### src/pkg/csac_defs.vh
// Constants for the card slot status and answer-to-reset counter registers.
// Assumes inclusion by bare name from hdl/ files; definitions only.
`ifndef CSAC_DEFS_VH
`define CSAC_DEFS_VH
`define CSAC_DEV_ADDR 7'h24
`define CSAC_ADDR_SLOT1 8'h01
`define CSAC_ADDR_SLOT2 8'h02
`define CSAC_ADDR_SLOT3 8'h03
`define CSAC_ADDR_SLOT4 8'h04
`define CSAC_ADDR_SLOT5 8'h05
`define CSAC_PAGE_SHORT 2'h1
`define CSAC_PAGE_HIGH 2'h2
`define CSAC_PAGE_LOW 2'h3
`define CSAC_RST_SHORT 8'haa
`define CSAC_RST_HIGH 8'ha4
`define CSAC_RST_LOW 8'h74
`define CSAC_BIT_ACTIVE 7
`define CSAC_BIT_EARLY 6
`define CSAC_BIT_MUTE 5
`define CSAC_BIT_OVERLOAD 4
`define CSAC_BIT_SUPPLY 3
`define CSAC_BIT_LPCLK 2
`define CSAC_BIT_PRESENCE 0
`define CSAC_BIT_LOWV 7
`define CSAC_BIT_IOEN 6
`define CSAC_PAGE_HI 5
`define CSAC_PAGE_LO 4
`define CSAC_BIT_PWRDN 3
`define CSAC_BIT_HIGHV 2
`define CSAC_BIT_WARM 1
`define CSAC_BIT_START 0
`define CSAC_LAST_BIT 4'h7
`define CSAC_ACK_BIT 4'h8
`define CSAC_NSYNC 6
`endif

### src/hdl/csac_regs.v
// Two-wire slave holding the shared answer-to-reset counts and slot 3-5 status.
// Assumes scl/sda, presence pins and supervisor level are asynchronous pins;
// event pulses and page inputs come from logic on ref_clk_in.
`timescale 1ns/1ps
`default_nettype none
`include "csac_defs.vh"
module csac_regs #(
    parameter [6:0] DEV_ADDR = `CSAC_DEV_ADDR // Bus address, value arbitrary
) (
    input wire ref_clk_in,                // 250 MHz clock
    input wire nrst_in,                   // Power-on reset, active low
    input wire scl_in,                    // Bus clock pin
    input wire sda_in,                    // Bus data pin level
    output wire sda_out,                  // Bus data drive value, always low
    output reg sda_oe_out,                // High while pulling data low
    input wire [1:0] slot1_page_in,       // Page of slot 1 control
    input wire [1:0] slot2_page_in,       // Page of slot 2 control
    input wire supervisor_fault_in,       // Voltage supervisor active
    input wire [2:0] card_presence_pin_in, // Presence pins, slots 5..3
    input wire [2:0] card_active_in,      // Cards activated
    input wire [2:0] early_evt_in,        // Too-early answer pulses
    input wire [2:0] mute_evt_in,         // No-answer pulses
    input wire [2:0] overload_evt_in,     // Overload pulses
    input wire [2:0] low_power_clock_in,  // Power-down clock switched
    output wire [2:0] low_voltage_select_out,  // 1.8 V select
    output wire [2:0] card_io_enable_out,      // I/O enable
    output wire [5:0] page_select_out,         // Page fields, 2 bits per slot
    output wire [2:0] power_down_select_out,   // Power-down
    output wire [2:0] high_voltage_select_out, // 5 V versus 3 V
    output wire [2:0] warm_reset_out,          // Warm reset request
    output wire [2:0] start_out,               // Start, activation level
    output reg [7:0] atr_short_count_out,      // Short count
    output reg [15:0] atr_long_count_out,      // Long count
    output reg interrupt_out_n                 // Interrupt, active low
);
    localparam [4:0] ST_IDLE = 5'h01;
    localparam [4:0] ST_ADDR = 5'h02;
    localparam [4:0] ST_SUB = 5'h04;
    localparam [4:0] ST_WR = 5'h08;
    localparam [4:0] ST_RD = 5'h10;

    reg rst_s1_reg, rst_n_reg;
    reg [`CSAC_NSYNC-1:0] sync1_reg, sync2_reg;
    reg scl_d_reg, sda_d_reg;
    reg [4:0] state_reg;
    reg [3:0] bit_cnt_reg;
    reg [7:0] shift_reg, tx_reg, sub_reg, rd_snap_reg;
    reg rw_reg;
    reg skip_fall_reg;
    reg [2:0] rd_slot_reg, rd_clr_reg, wr_stb_reg;
    reg [7:0] wr_data_reg;
    reg [7:0] rdata;
    wire [7:0] status [0:2];
    wire [7:0] ctrl [0:2];
    wire [2:0] flag_any;

    assign sda_out = 1'b0;

    // Returns the counter byte picked by a page, zero on the control page
    function [7:0] page_byte;
        input [1:0] page;
        input [7:0] s_cnt;
        input [15:0] l_cnt;
        begin
            case (page)
                `CSAC_PAGE_SHORT: page_byte = s_cnt;
                `CSAC_PAGE_HIGH: page_byte = l_cnt[15:8];
                `CSAC_PAGE_LOW: page_byte = l_cnt[7:0];
                default: page_byte = 8'h00;
            endcase
        end
    endfunction

    // One-hot slot 3..5 hit for a sub-address
    function [2:0] slot_hit;
        input [7:0] a;
        begin
            slot_hit = {a == `CSAC_ADDR_SLOT5,
                        a == `CSAC_ADDR_SLOT4,
                        a == `CSAC_ADDR_SLOT3};
        end
    endfunction

    // Page of the counter address in use, either slot address works
    function [1:0] cnt_page;
        input [7:0] a;
        input [1:0] p1;
        input [1:0] p2;
        begin
            if (a == `CSAC_ADDR_SLOT1)
                cnt_page = p1;
            else if (a == `CSAC_ADDR_SLOT2)
                cnt_page = p2;
            else
                cnt_page = 2'h0;
        end
    endfunction

    always @(posedge ref_clk_in or negedge nrst_in) begin
        if (!nrst_in) begin
            rst_s1_reg <= 1'b0;
            rst_n_reg <= 1'b0;
        end else begin
            rst_s1_reg <= 1'b1;
            rst_n_reg <= rst_s1_reg;
        end
    end

    // Pins pass two flops; the edge detectors compare the second stage with one more flop
    wire [`CSAC_NSYNC-1:0] pins_in = {supervisor_fault_in, sda_in, scl_in,
                                      card_presence_pin_in};
    always @(posedge ref_clk_in or negedge rst_n_reg) begin
        if (!rst_n_reg) begin
            sync1_reg <= {`CSAC_NSYNC{1'b1}};
            sync2_reg <= {`CSAC_NSYNC{1'b1}};
            scl_d_reg <= 1'b1;
            sda_d_reg <= 1'b1;
        end else begin
            sync1_reg <= pins_in;
            sync2_reg <= sync1_reg;
            scl_d_reg <= sync2_reg[3];
            sda_d_reg <= sync2_reg[4];
        end
    end

    wire scl_s = sync2_reg[3];
    wire sda_s = sync2_reg[4];
    wire sup_s = sync2_reg[5];
    wire scl_rise = scl_s & ~scl_d_reg;
    wire scl_fall = ~scl_s & scl_d_reg;
    wire bus_start = scl_s & scl_d_reg & ~sda_s & sda_d_reg;
    wire bus_stop = scl_s & scl_d_reg & sda_s & ~sda_d_reg;

    wire [2:0] sub_slots = slot_hit(sub_reg);
    wire [1:0] wr_page = cnt_page(sub_reg, slot1_page_in, slot2_page_in);

    always @* begin
        case (sub_slots)
            3'h1: rdata = status[0];
            3'h2: rdata = status[1];
            3'h4: rdata = status[2];
            default: rdata = page_byte(wr_page, atr_short_count_out, atr_long_count_out);
        endcase
    end

    // Bus slave: one register address byte, then data bytes to the same address
    always @(posedge ref_clk_in or negedge rst_n_reg) begin
        if (!rst_n_reg) begin
            state_reg <= ST_IDLE;
            bit_cnt_reg <= 4'h0;
            shift_reg <= 8'h00;
            tx_reg <= 8'h00;
            sub_reg <= 8'h00;
            rw_reg <= 1'b0;
            skip_fall_reg <= 1'b0;
            sda_oe_out <= 1'b0;
            rd_slot_reg <= 3'h0;
            rd_snap_reg <= 8'h00;
            rd_clr_reg <= 3'h0;
            wr_stb_reg <= 3'h0;
            wr_data_reg <= 8'h00;
        end else begin
            rd_clr_reg <= 3'h0;
            wr_stb_reg <= 3'h0;
            if (bus_start) begin
                state_reg <= ST_ADDR;
                bit_cnt_reg <= 4'h0;
                sda_oe_out <= 1'b0;
                skip_fall_reg <= 1'b1;
            end else if (bus_stop) begin
                state_reg <= ST_IDLE;
                sda_oe_out <= 1'b0;
            end else if (scl_fall && skip_fall_reg) begin
                // The start's own clock fall carries no bit; counting it loses the last bit
                skip_fall_reg <= 1'b0;
            end else if (scl_rise && state_reg != ST_IDLE) begin
                if (bit_cnt_reg != `CSAC_ACK_BIT)
                    shift_reg <= {shift_reg[6:0], sda_s};
                else if (state_reg == ST_RD) begin
                    rd_clr_reg <= rd_slot_reg;
                    if (sda_s)
                        state_reg <= ST_IDLE;
                end
            end else if (scl_fall && state_reg != ST_IDLE) begin
                if (bit_cnt_reg == `CSAC_ACK_BIT) begin
                    bit_cnt_reg <= 4'h0;
                    sda_oe_out <= 1'b0;
                    case (state_reg)
                        ST_ADDR: state_reg <= rw_reg ? ST_RD : ST_SUB;
                        ST_SUB: state_reg <= ST_WR;
                        default: state_reg <= state_reg;
                    endcase
                    if ((state_reg == ST_ADDR && rw_reg) || state_reg == ST_RD) begin
                        tx_reg <= rdata;
                        rd_snap_reg <= rdata;
                        rd_slot_reg <= sub_slots;
                        sda_oe_out <= ~rdata[7];
                    end
                end else begin
                    bit_cnt_reg <= bit_cnt_reg + 4'h1;
                    if (state_reg == ST_RD) begin
                        tx_reg <= {tx_reg[6:0], 1'b0};
                        sda_oe_out <= (bit_cnt_reg == `CSAC_LAST_BIT) ? 1'b0 : ~tx_reg[6];
                    end else if (bit_cnt_reg == `CSAC_LAST_BIT) begin
                        case (state_reg)
                            ST_ADDR: begin
                                if (shift_reg[7:1] == DEV_ADDR) begin
                                    rw_reg <= shift_reg[0];
                                    sda_oe_out <= 1'b1;
                                end else begin
                                    state_reg <= ST_IDLE;
                                end
                            end
                            ST_SUB: begin
                                sub_reg <= shift_reg;
                                sda_oe_out <= 1'b1;
                            end
                            ST_WR: begin
                                wr_data_reg <= shift_reg;
                                wr_stb_reg <= slot_hit(sub_reg);
                                sda_oe_out <= 1'b1;
                            end
                            default: sda_oe_out <= 1'b0;
                        endcase
                    end
                end
            end
        end
    end

    // Counter writes use the byte just taken; the page names the target
    reg cnt_wr_reg;
    always @(posedge ref_clk_in or negedge rst_n_reg) begin
        if (!rst_n_reg)
            cnt_wr_reg <= 1'b0;
        else
            cnt_wr_reg <= scl_fall && state_reg == ST_WR && bit_cnt_reg == `CSAC_LAST_BIT
                          && !bus_start && !bus_stop;
    end

    always @(posedge ref_clk_in or negedge rst_n_reg) begin
        if (!rst_n_reg) begin
            atr_short_count_out <= `CSAC_RST_SHORT;
            atr_long_count_out <= {`CSAC_RST_HIGH, `CSAC_RST_LOW};
        end else if (cnt_wr_reg) begin
            case (wr_page)
                `CSAC_PAGE_SHORT: atr_short_count_out <= wr_data_reg;
                `CSAC_PAGE_HIGH: atr_long_count_out[15:8] <= wr_data_reg;
                `CSAC_PAGE_LOW: atr_long_count_out[7:0] <= wr_data_reg;
                default: atr_short_count_out <= atr_short_count_out;
            endcase
        end
    end

    genvar i;
    generate
        for (i = 0; i < 3; i = i + 1) begin : g_slot
            csac_slot u_slot (
                .clk_in(ref_clk_in),
                .rst_n_in(rst_n_reg),
                .wr_stb_in(wr_stb_reg[i]),
                .wr_data_in(wr_data_reg),
                .rd_clr_in(rd_clr_reg[i]),
                .rd_snap_in(rd_snap_reg),
                .active_in(card_active_in[i]),
                .early_evt_in(early_evt_in[i]),
                .mute_evt_in(mute_evt_in[i]),
                .overload_evt_in(overload_evt_in[i]),
                .supply_fault_in(sup_s),
                .low_power_clock_in(low_power_clock_in[i]),
                .presence_level_in(sync2_reg[i]),
                .status_out(status[i]),
                .ctrl_out(ctrl[i]),
                .flag_any_out(flag_any[i])
            );
            assign low_voltage_select_out[i] = ctrl[i][`CSAC_BIT_LOWV];
            assign card_io_enable_out[i] = ctrl[i][`CSAC_BIT_IOEN];
            assign page_select_out[2*i+1:2*i] = ctrl[i][`CSAC_PAGE_HI:`CSAC_PAGE_LO];
            assign power_down_select_out[i] = ctrl[i][`CSAC_BIT_PWRDN];
            assign high_voltage_select_out[i] = ctrl[i][`CSAC_BIT_HIGHV];
            assign warm_reset_out[i] = ctrl[i][`CSAC_BIT_WARM];
            assign start_out[i] = ctrl[i][`CSAC_BIT_START];
        end
    endgenerate

    // Supervisor level keeps the line low even after the flags are read
    always @(posedge ref_clk_in or negedge rst_n_reg) begin
        if (!rst_n_reg)
            interrupt_out_n <= 1'b0;
        else
            interrupt_out_n <= ~(|flag_any | sup_s);
    end
endmodule
`default_nettype wire

### src/hdl/csac_slot.v
// One status/control register of card slots three to five.
// Assumes events are one-cycle pulses on ref clock; levels already synchronised.
`timescale 1ns/1ps
`default_nettype none
`include "csac_defs.vh"
module csac_slot (
    input wire clk_in,             // Ref clock
    input wire rst_n_in,           // Synchronised reset, active low
    input wire wr_stb_in,          // Host write to this slot
    input wire [7:0] wr_data_in,   // Host write byte
    input wire rd_clr_in,          // Status byte read completed
    input wire [7:0] rd_snap_in,   // Status byte as it was sent
    input wire active_in,          // Card activated
    input wire early_evt_in,       // Too-early answer pulse
    input wire mute_evt_in,        // No-answer pulse
    input wire overload_evt_in,    // Overload or overheat pulse
    input wire supply_fault_in,    // Supervisor fault level
    input wire low_power_clock_in, // Power-down clock switched
    input wire presence_level_in,  // Presence pin level
    output wire [7:0] status_out,  // Read byte
    output reg [7:0] ctrl_out,     // Written control fields
    output wire flag_any_out       // Any interrupt flag set
);
    reg early_reg, mute_reg, overload_reg, supply_reg;
    reg [7:0] ctrl_next;
    wire card_present = ~presence_level_in;
    wire start_ok = ~supply_reg & ~overload_reg & card_present;

    assign status_out = {active_in, early_reg, mute_reg, overload_reg,
                         supply_reg, low_power_clock_in, 1'b0,
                         presence_level_in};
    assign flag_any_out = early_reg | mute_reg | overload_reg | supply_reg;

    // Set beats the read clear, and only bits sent as one are cleared
    always @(posedge clk_in or negedge rst_n_in) begin
        if (!rst_n_in) begin
            early_reg <= 1'b0;
            mute_reg <= 1'b0;
            overload_reg <= 1'b0;
            supply_reg <= 1'b1;
        end else begin
            early_reg <= (early_reg & ~(rd_clr_in & rd_snap_in[`CSAC_BIT_EARLY]))
                         | early_evt_in;
            mute_reg <= (mute_reg & ~(rd_clr_in & rd_snap_in[`CSAC_BIT_MUTE]))
                        | mute_evt_in;
            overload_reg <= (overload_reg & ~(rd_clr_in & rd_snap_in[`CSAC_BIT_OVERLOAD]))
                            | overload_evt_in;
            supply_reg <= (supply_reg & ~(rd_clr_in & rd_snap_in[`CSAC_BIT_SUPPLY]))
                          | supply_fault_in;
        end
    end

    always @* begin
        ctrl_next = ctrl_out;
        if (wr_stb_in) begin
            ctrl_next = wr_data_in;
            if (ctrl_out[`CSAC_BIT_START]) begin
                ctrl_next[`CSAC_BIT_LOWV] = ctrl_out[`CSAC_BIT_LOWV];
                ctrl_next[`CSAC_BIT_HIGHV] = ctrl_out[`CSAC_BIT_HIGHV];
            end
            if (wr_data_in[`CSAC_BIT_START] & ~start_ok)
                ctrl_next[`CSAC_BIT_START] = ctrl_out[`CSAC_BIT_START];
            if (ctrl_next[`CSAC_BIT_START] & ~ctrl_out[`CSAC_BIT_START])
                ctrl_next[`CSAC_BIT_WARM] = 1'b0;
        end
        if (mute_evt_in)
            ctrl_next[`CSAC_BIT_WARM] = 1'b0;
    end

    always @(posedge clk_in or negedge rst_n_in) begin
        if (!rst_n_in)
            ctrl_out <= 8'h00;
        else
            ctrl_out <= ctrl_next;
    end
endmodule
`default_nettype wire

### config.mk
export PLATFORM = sky130hd
export DESIGN_NAME = csac_regs
export DESIGN_NICKNAME = d
export VERILOG_FILES = /design/src/hdl/csac_regs.v /design/src/hdl/csac_slot.v
export VERILOG_INCLUDE_DIRS = /design/src /design/src/pkg
export SDC_FILE = /design/constraint.sdc
export NUM_CORES = 1
export LEC_CHECK = 0
export BUFFER_PORTS_ARGS = -buffer_cell sky130_fd_sc_hd__buf_4
export CORE_MARGIN = 3
export CORE_UTILIZATION = 50
export CTS_CLUSTER_DIAMETER = 120
export DETAILED_ROUTE_END_ITERATION = 8
export PLACE_DENSITY = 0.81
export SKIP_LAST_GASP = 1
export SLEW_MARGIN = 0
export SYNTH_ARGS = -nofsm -noshare
export SYNTH_HDL_FRONTEND = slang
export SYNTH_SLANG_ARGS = --single-unit
### constraint.sdc
create_clock -name ref_clk_in -period 6.7 [get_ports ref_clk_in]
set_clock_uncertainty 0.2 [all_clocks]
set_input_delay 0.67 -clock ref_clk_in [delete_from_list [all_inputs] [get_ports ref_clk_in]]
set_output_delay 0.67 -clock ref_clk_in [all_outputs]
set_load 0.01 [all_outputs]
==> reports/qor.yml <==
yosys:
  synth_commonest_cells: "105 x dfrtp_1, 69 x mux2_2, 37 x nand2_1"
  synthArstFlopShare_pct: 100.0
  synthCells: 506
  synth_area_sq_um: 6046
  syn_nets: 535
  ys.flop_type: "dfrtp_1"
  synth_edf_count: 0
  ys.warnings.count: 0
  synth_most_common_cell: "dfrtp_1"
  yosysSeqAreaShare_pct: 56.06
  yosysTopAreaCell: "dfrtp_1"
  synth.avg_cell_area_sq_um: 11.95
  synth_cell_type_count: 67
  yosys-top-cells-area: "dfrtp_1 43%, mux2_2 13%, dfstp_2 13%, nand2_1 2.3%, a21o_1 1.5%"
  synth_top_area_share_pct: 43.46
  ys_ff_latch: 134
sta:
  hold_viol: 0
  finalSetupTns_ns: 0
  layout_min_cycle_time_ns: 2.775
  finalMaxSlewViolations: 0
  setup_violations: 0
  holdWs_ns: 0.1470
  max-slew-margin-rel_pct: 39.45
  rsz0062_at_grt: "false"
  max_freq_ghz: 0.3603
  tightest_slew_ns: 0.9042
  layout_worst_path_cycle_share_pct: 41.42
global_routing:
  first_global_vias: 4413
  grt_antenna_before_repair: 0
  grt_max_degree: 75
  grt_overflow: 0
  grtUsageTotal_pct: 22.58
  grt_pass1_wl_um: 23030
cts:
  clk_latency_ns: 0.42
  clock_path_buffers: 2
  clk_pin_slew_ns: 0.05
  htreeDepth: 4
  numClockSinks: 134
  cts_resized: 0
  cts_buffers: 17
  post_cts.repair.setup_buffers: 0
  cts_tree: "yes"
  cts_root_buffer: "clkbuf_16"
die:
  die_area_sq_um: 13450
  num_rows: 39
  die-width_um: 116.0
  fp.dieH_um: 116.0
  core_sq_um: 11610
  floorplan.initialDensity_pct: 52.06
  ioPinCount: 78
final_layout:
  top_register: "g_slot.u_slot.ctrl_out"
  drive_above_1_share_pct: 36.42
  fillers: 891
  synthToLayoutAreaGrowth_pct: 20.70
  antennaDiodeCount: 0
  largest_register_ffs: 24
  layout.nets: 609
  largestRegisters: "g_slot.u_slot.ctrl_out (24), atr_long_count_out (16)"
outcome:
  outcome: "completed"
routing:
  wl_per_cell_um: 19.69
  wirelength_um: 14490
  drc: 0
  first_iter_violations: 347
  route.vias.total: 4399
  drtAntennaViolNets: 0
  dr.pass1.iters: 5
  vias_per_cell: 5.977
setup_path:
  critPathCaptureType: "register"
  cpLargestDelayFamily: "flip-flops"
  cp.arrival_ns: 2.83
  max_stage_delay_ns: 0.89
  path_buf_inv: 0
  required_ns: 6.76
  cp_slowest_cell: "dfrtp_1"
  reg2reg_slack_ns: 3.92
  worstPathCellList: "and3b_1 > nor2_1 > mux2_2 > a221oi_1 > o31ai_1"
  critPathMaxFanout: 25
  start_kind: "register"
  worstSetupPathType: "register to register"
pwr:
  leakagePower_nw: 3.286
  ir_worst_vdd_mv: 0.2087
  power.density_nw_per_um2: 271.0
placed_design:
  hpwl_um: 10330
  io_buffers: 76
  gp_congestion: 0.9313
run:
  cap_violations: 0
min_path:
  hold_class: "register to register"
timing repair:
action                                  CTS  global route
hold buffers                              1             0
endpoints found under the setup margin    0             0
endpoints found under the hold margin     2             0
final timing paths:
path / startpoint / endpoint / depth (start not counted)
worst max-delay path: sub_reg[0] / tx_reg[1] / 5
worst min-delay path: rst_s1_reg / rst_n_reg / 0
worst max register to register: sub_reg[0] / tx_reg[1] / 5
worst min register to register: rst_s1_reg / rst_n_reg / 0
max in group asynchronous: rst_n_reg / g_slot[1].u_slot.overload_reg / 1
min in group asynchronous: rst_n_reg / g_slot[2].u_slot.ctrl_out[2] / 0
per-stage QoR:
step	setup slack [ns]	utilization (%)	total power, W	cell area, sq um	cells
finish	3.925	62.83	0.001977	7297	736
global route	3.721	62.83	0.002063	7297	736
CTS	3.974	62.83	0.001995	7297	736
detailed placement	3.968	57.75	0.001095	6706	703
global placement	4.078	57.75	0.001086	6706	703
floorplan	2.541	-	0.001038	6046	506
final cells by class:
cell class	count	area [sq um]	share of cell area (%)
multi-input combinational	336	2507	34.36
clock buffer	29	540.5	7.407
tap	143	178.9	2.452
inverter	13	48.80	0.6687
timing repair buffer	78	588.1	8.059
clock inverter	3	40.04	0.5487
sequential	134	3393	46.50
cells in the final DEF, fill, tap and decap left out, drive strengths merged, types with 4 or more instances in the layout:
master and n:
nand3 11, or3b 4, o31ai 6, a211oi 6, nand2b 8, clkbuf 29, inv 13, buf 77
nor4bb 5, and3 7, nor4 7, mux2 77, nor2b 6, o22ai 4, nor3 10, o21ai 16
a21o 12, dfstp 29, nand2 37, or4 4, a22oi 6, nand3b 7, o211ai 5, and3b 6
dfrtp 105, nor2 25, a21oi 18, nor3b 5
routing by layer:
layer	track usage [%]	vias up	routed length [um]	share of wire, %
met5	0	-	0	0
met2	35.83	147	7176	50
met4	8.430	0	285	2.0
met3	7.102	24	923	6.4
li1	-	1995	-	-
met1	29.24	2233	6108	42
power by group:
part | switching, W | internal (W)
clock network | 0.000316 | 0.000579
logic | 0.0000759 | 0.0000765
registers | 0.0000680 | 0.000862
logic make-up after synthesis:
logic type,Yosys count,synth area share [%]
adders and majority gates,2,0.4138
xor gates and xnor gates,3,0.4347
AOI/OAI and AO/OA,96,11.34
and+or+nand+nor,153,14.32
buffers and inverters,36,2.463
DFF,134,56.06
other,2,0.1242
muxes,80,14.84
Power figures use the tool's default switching activity.
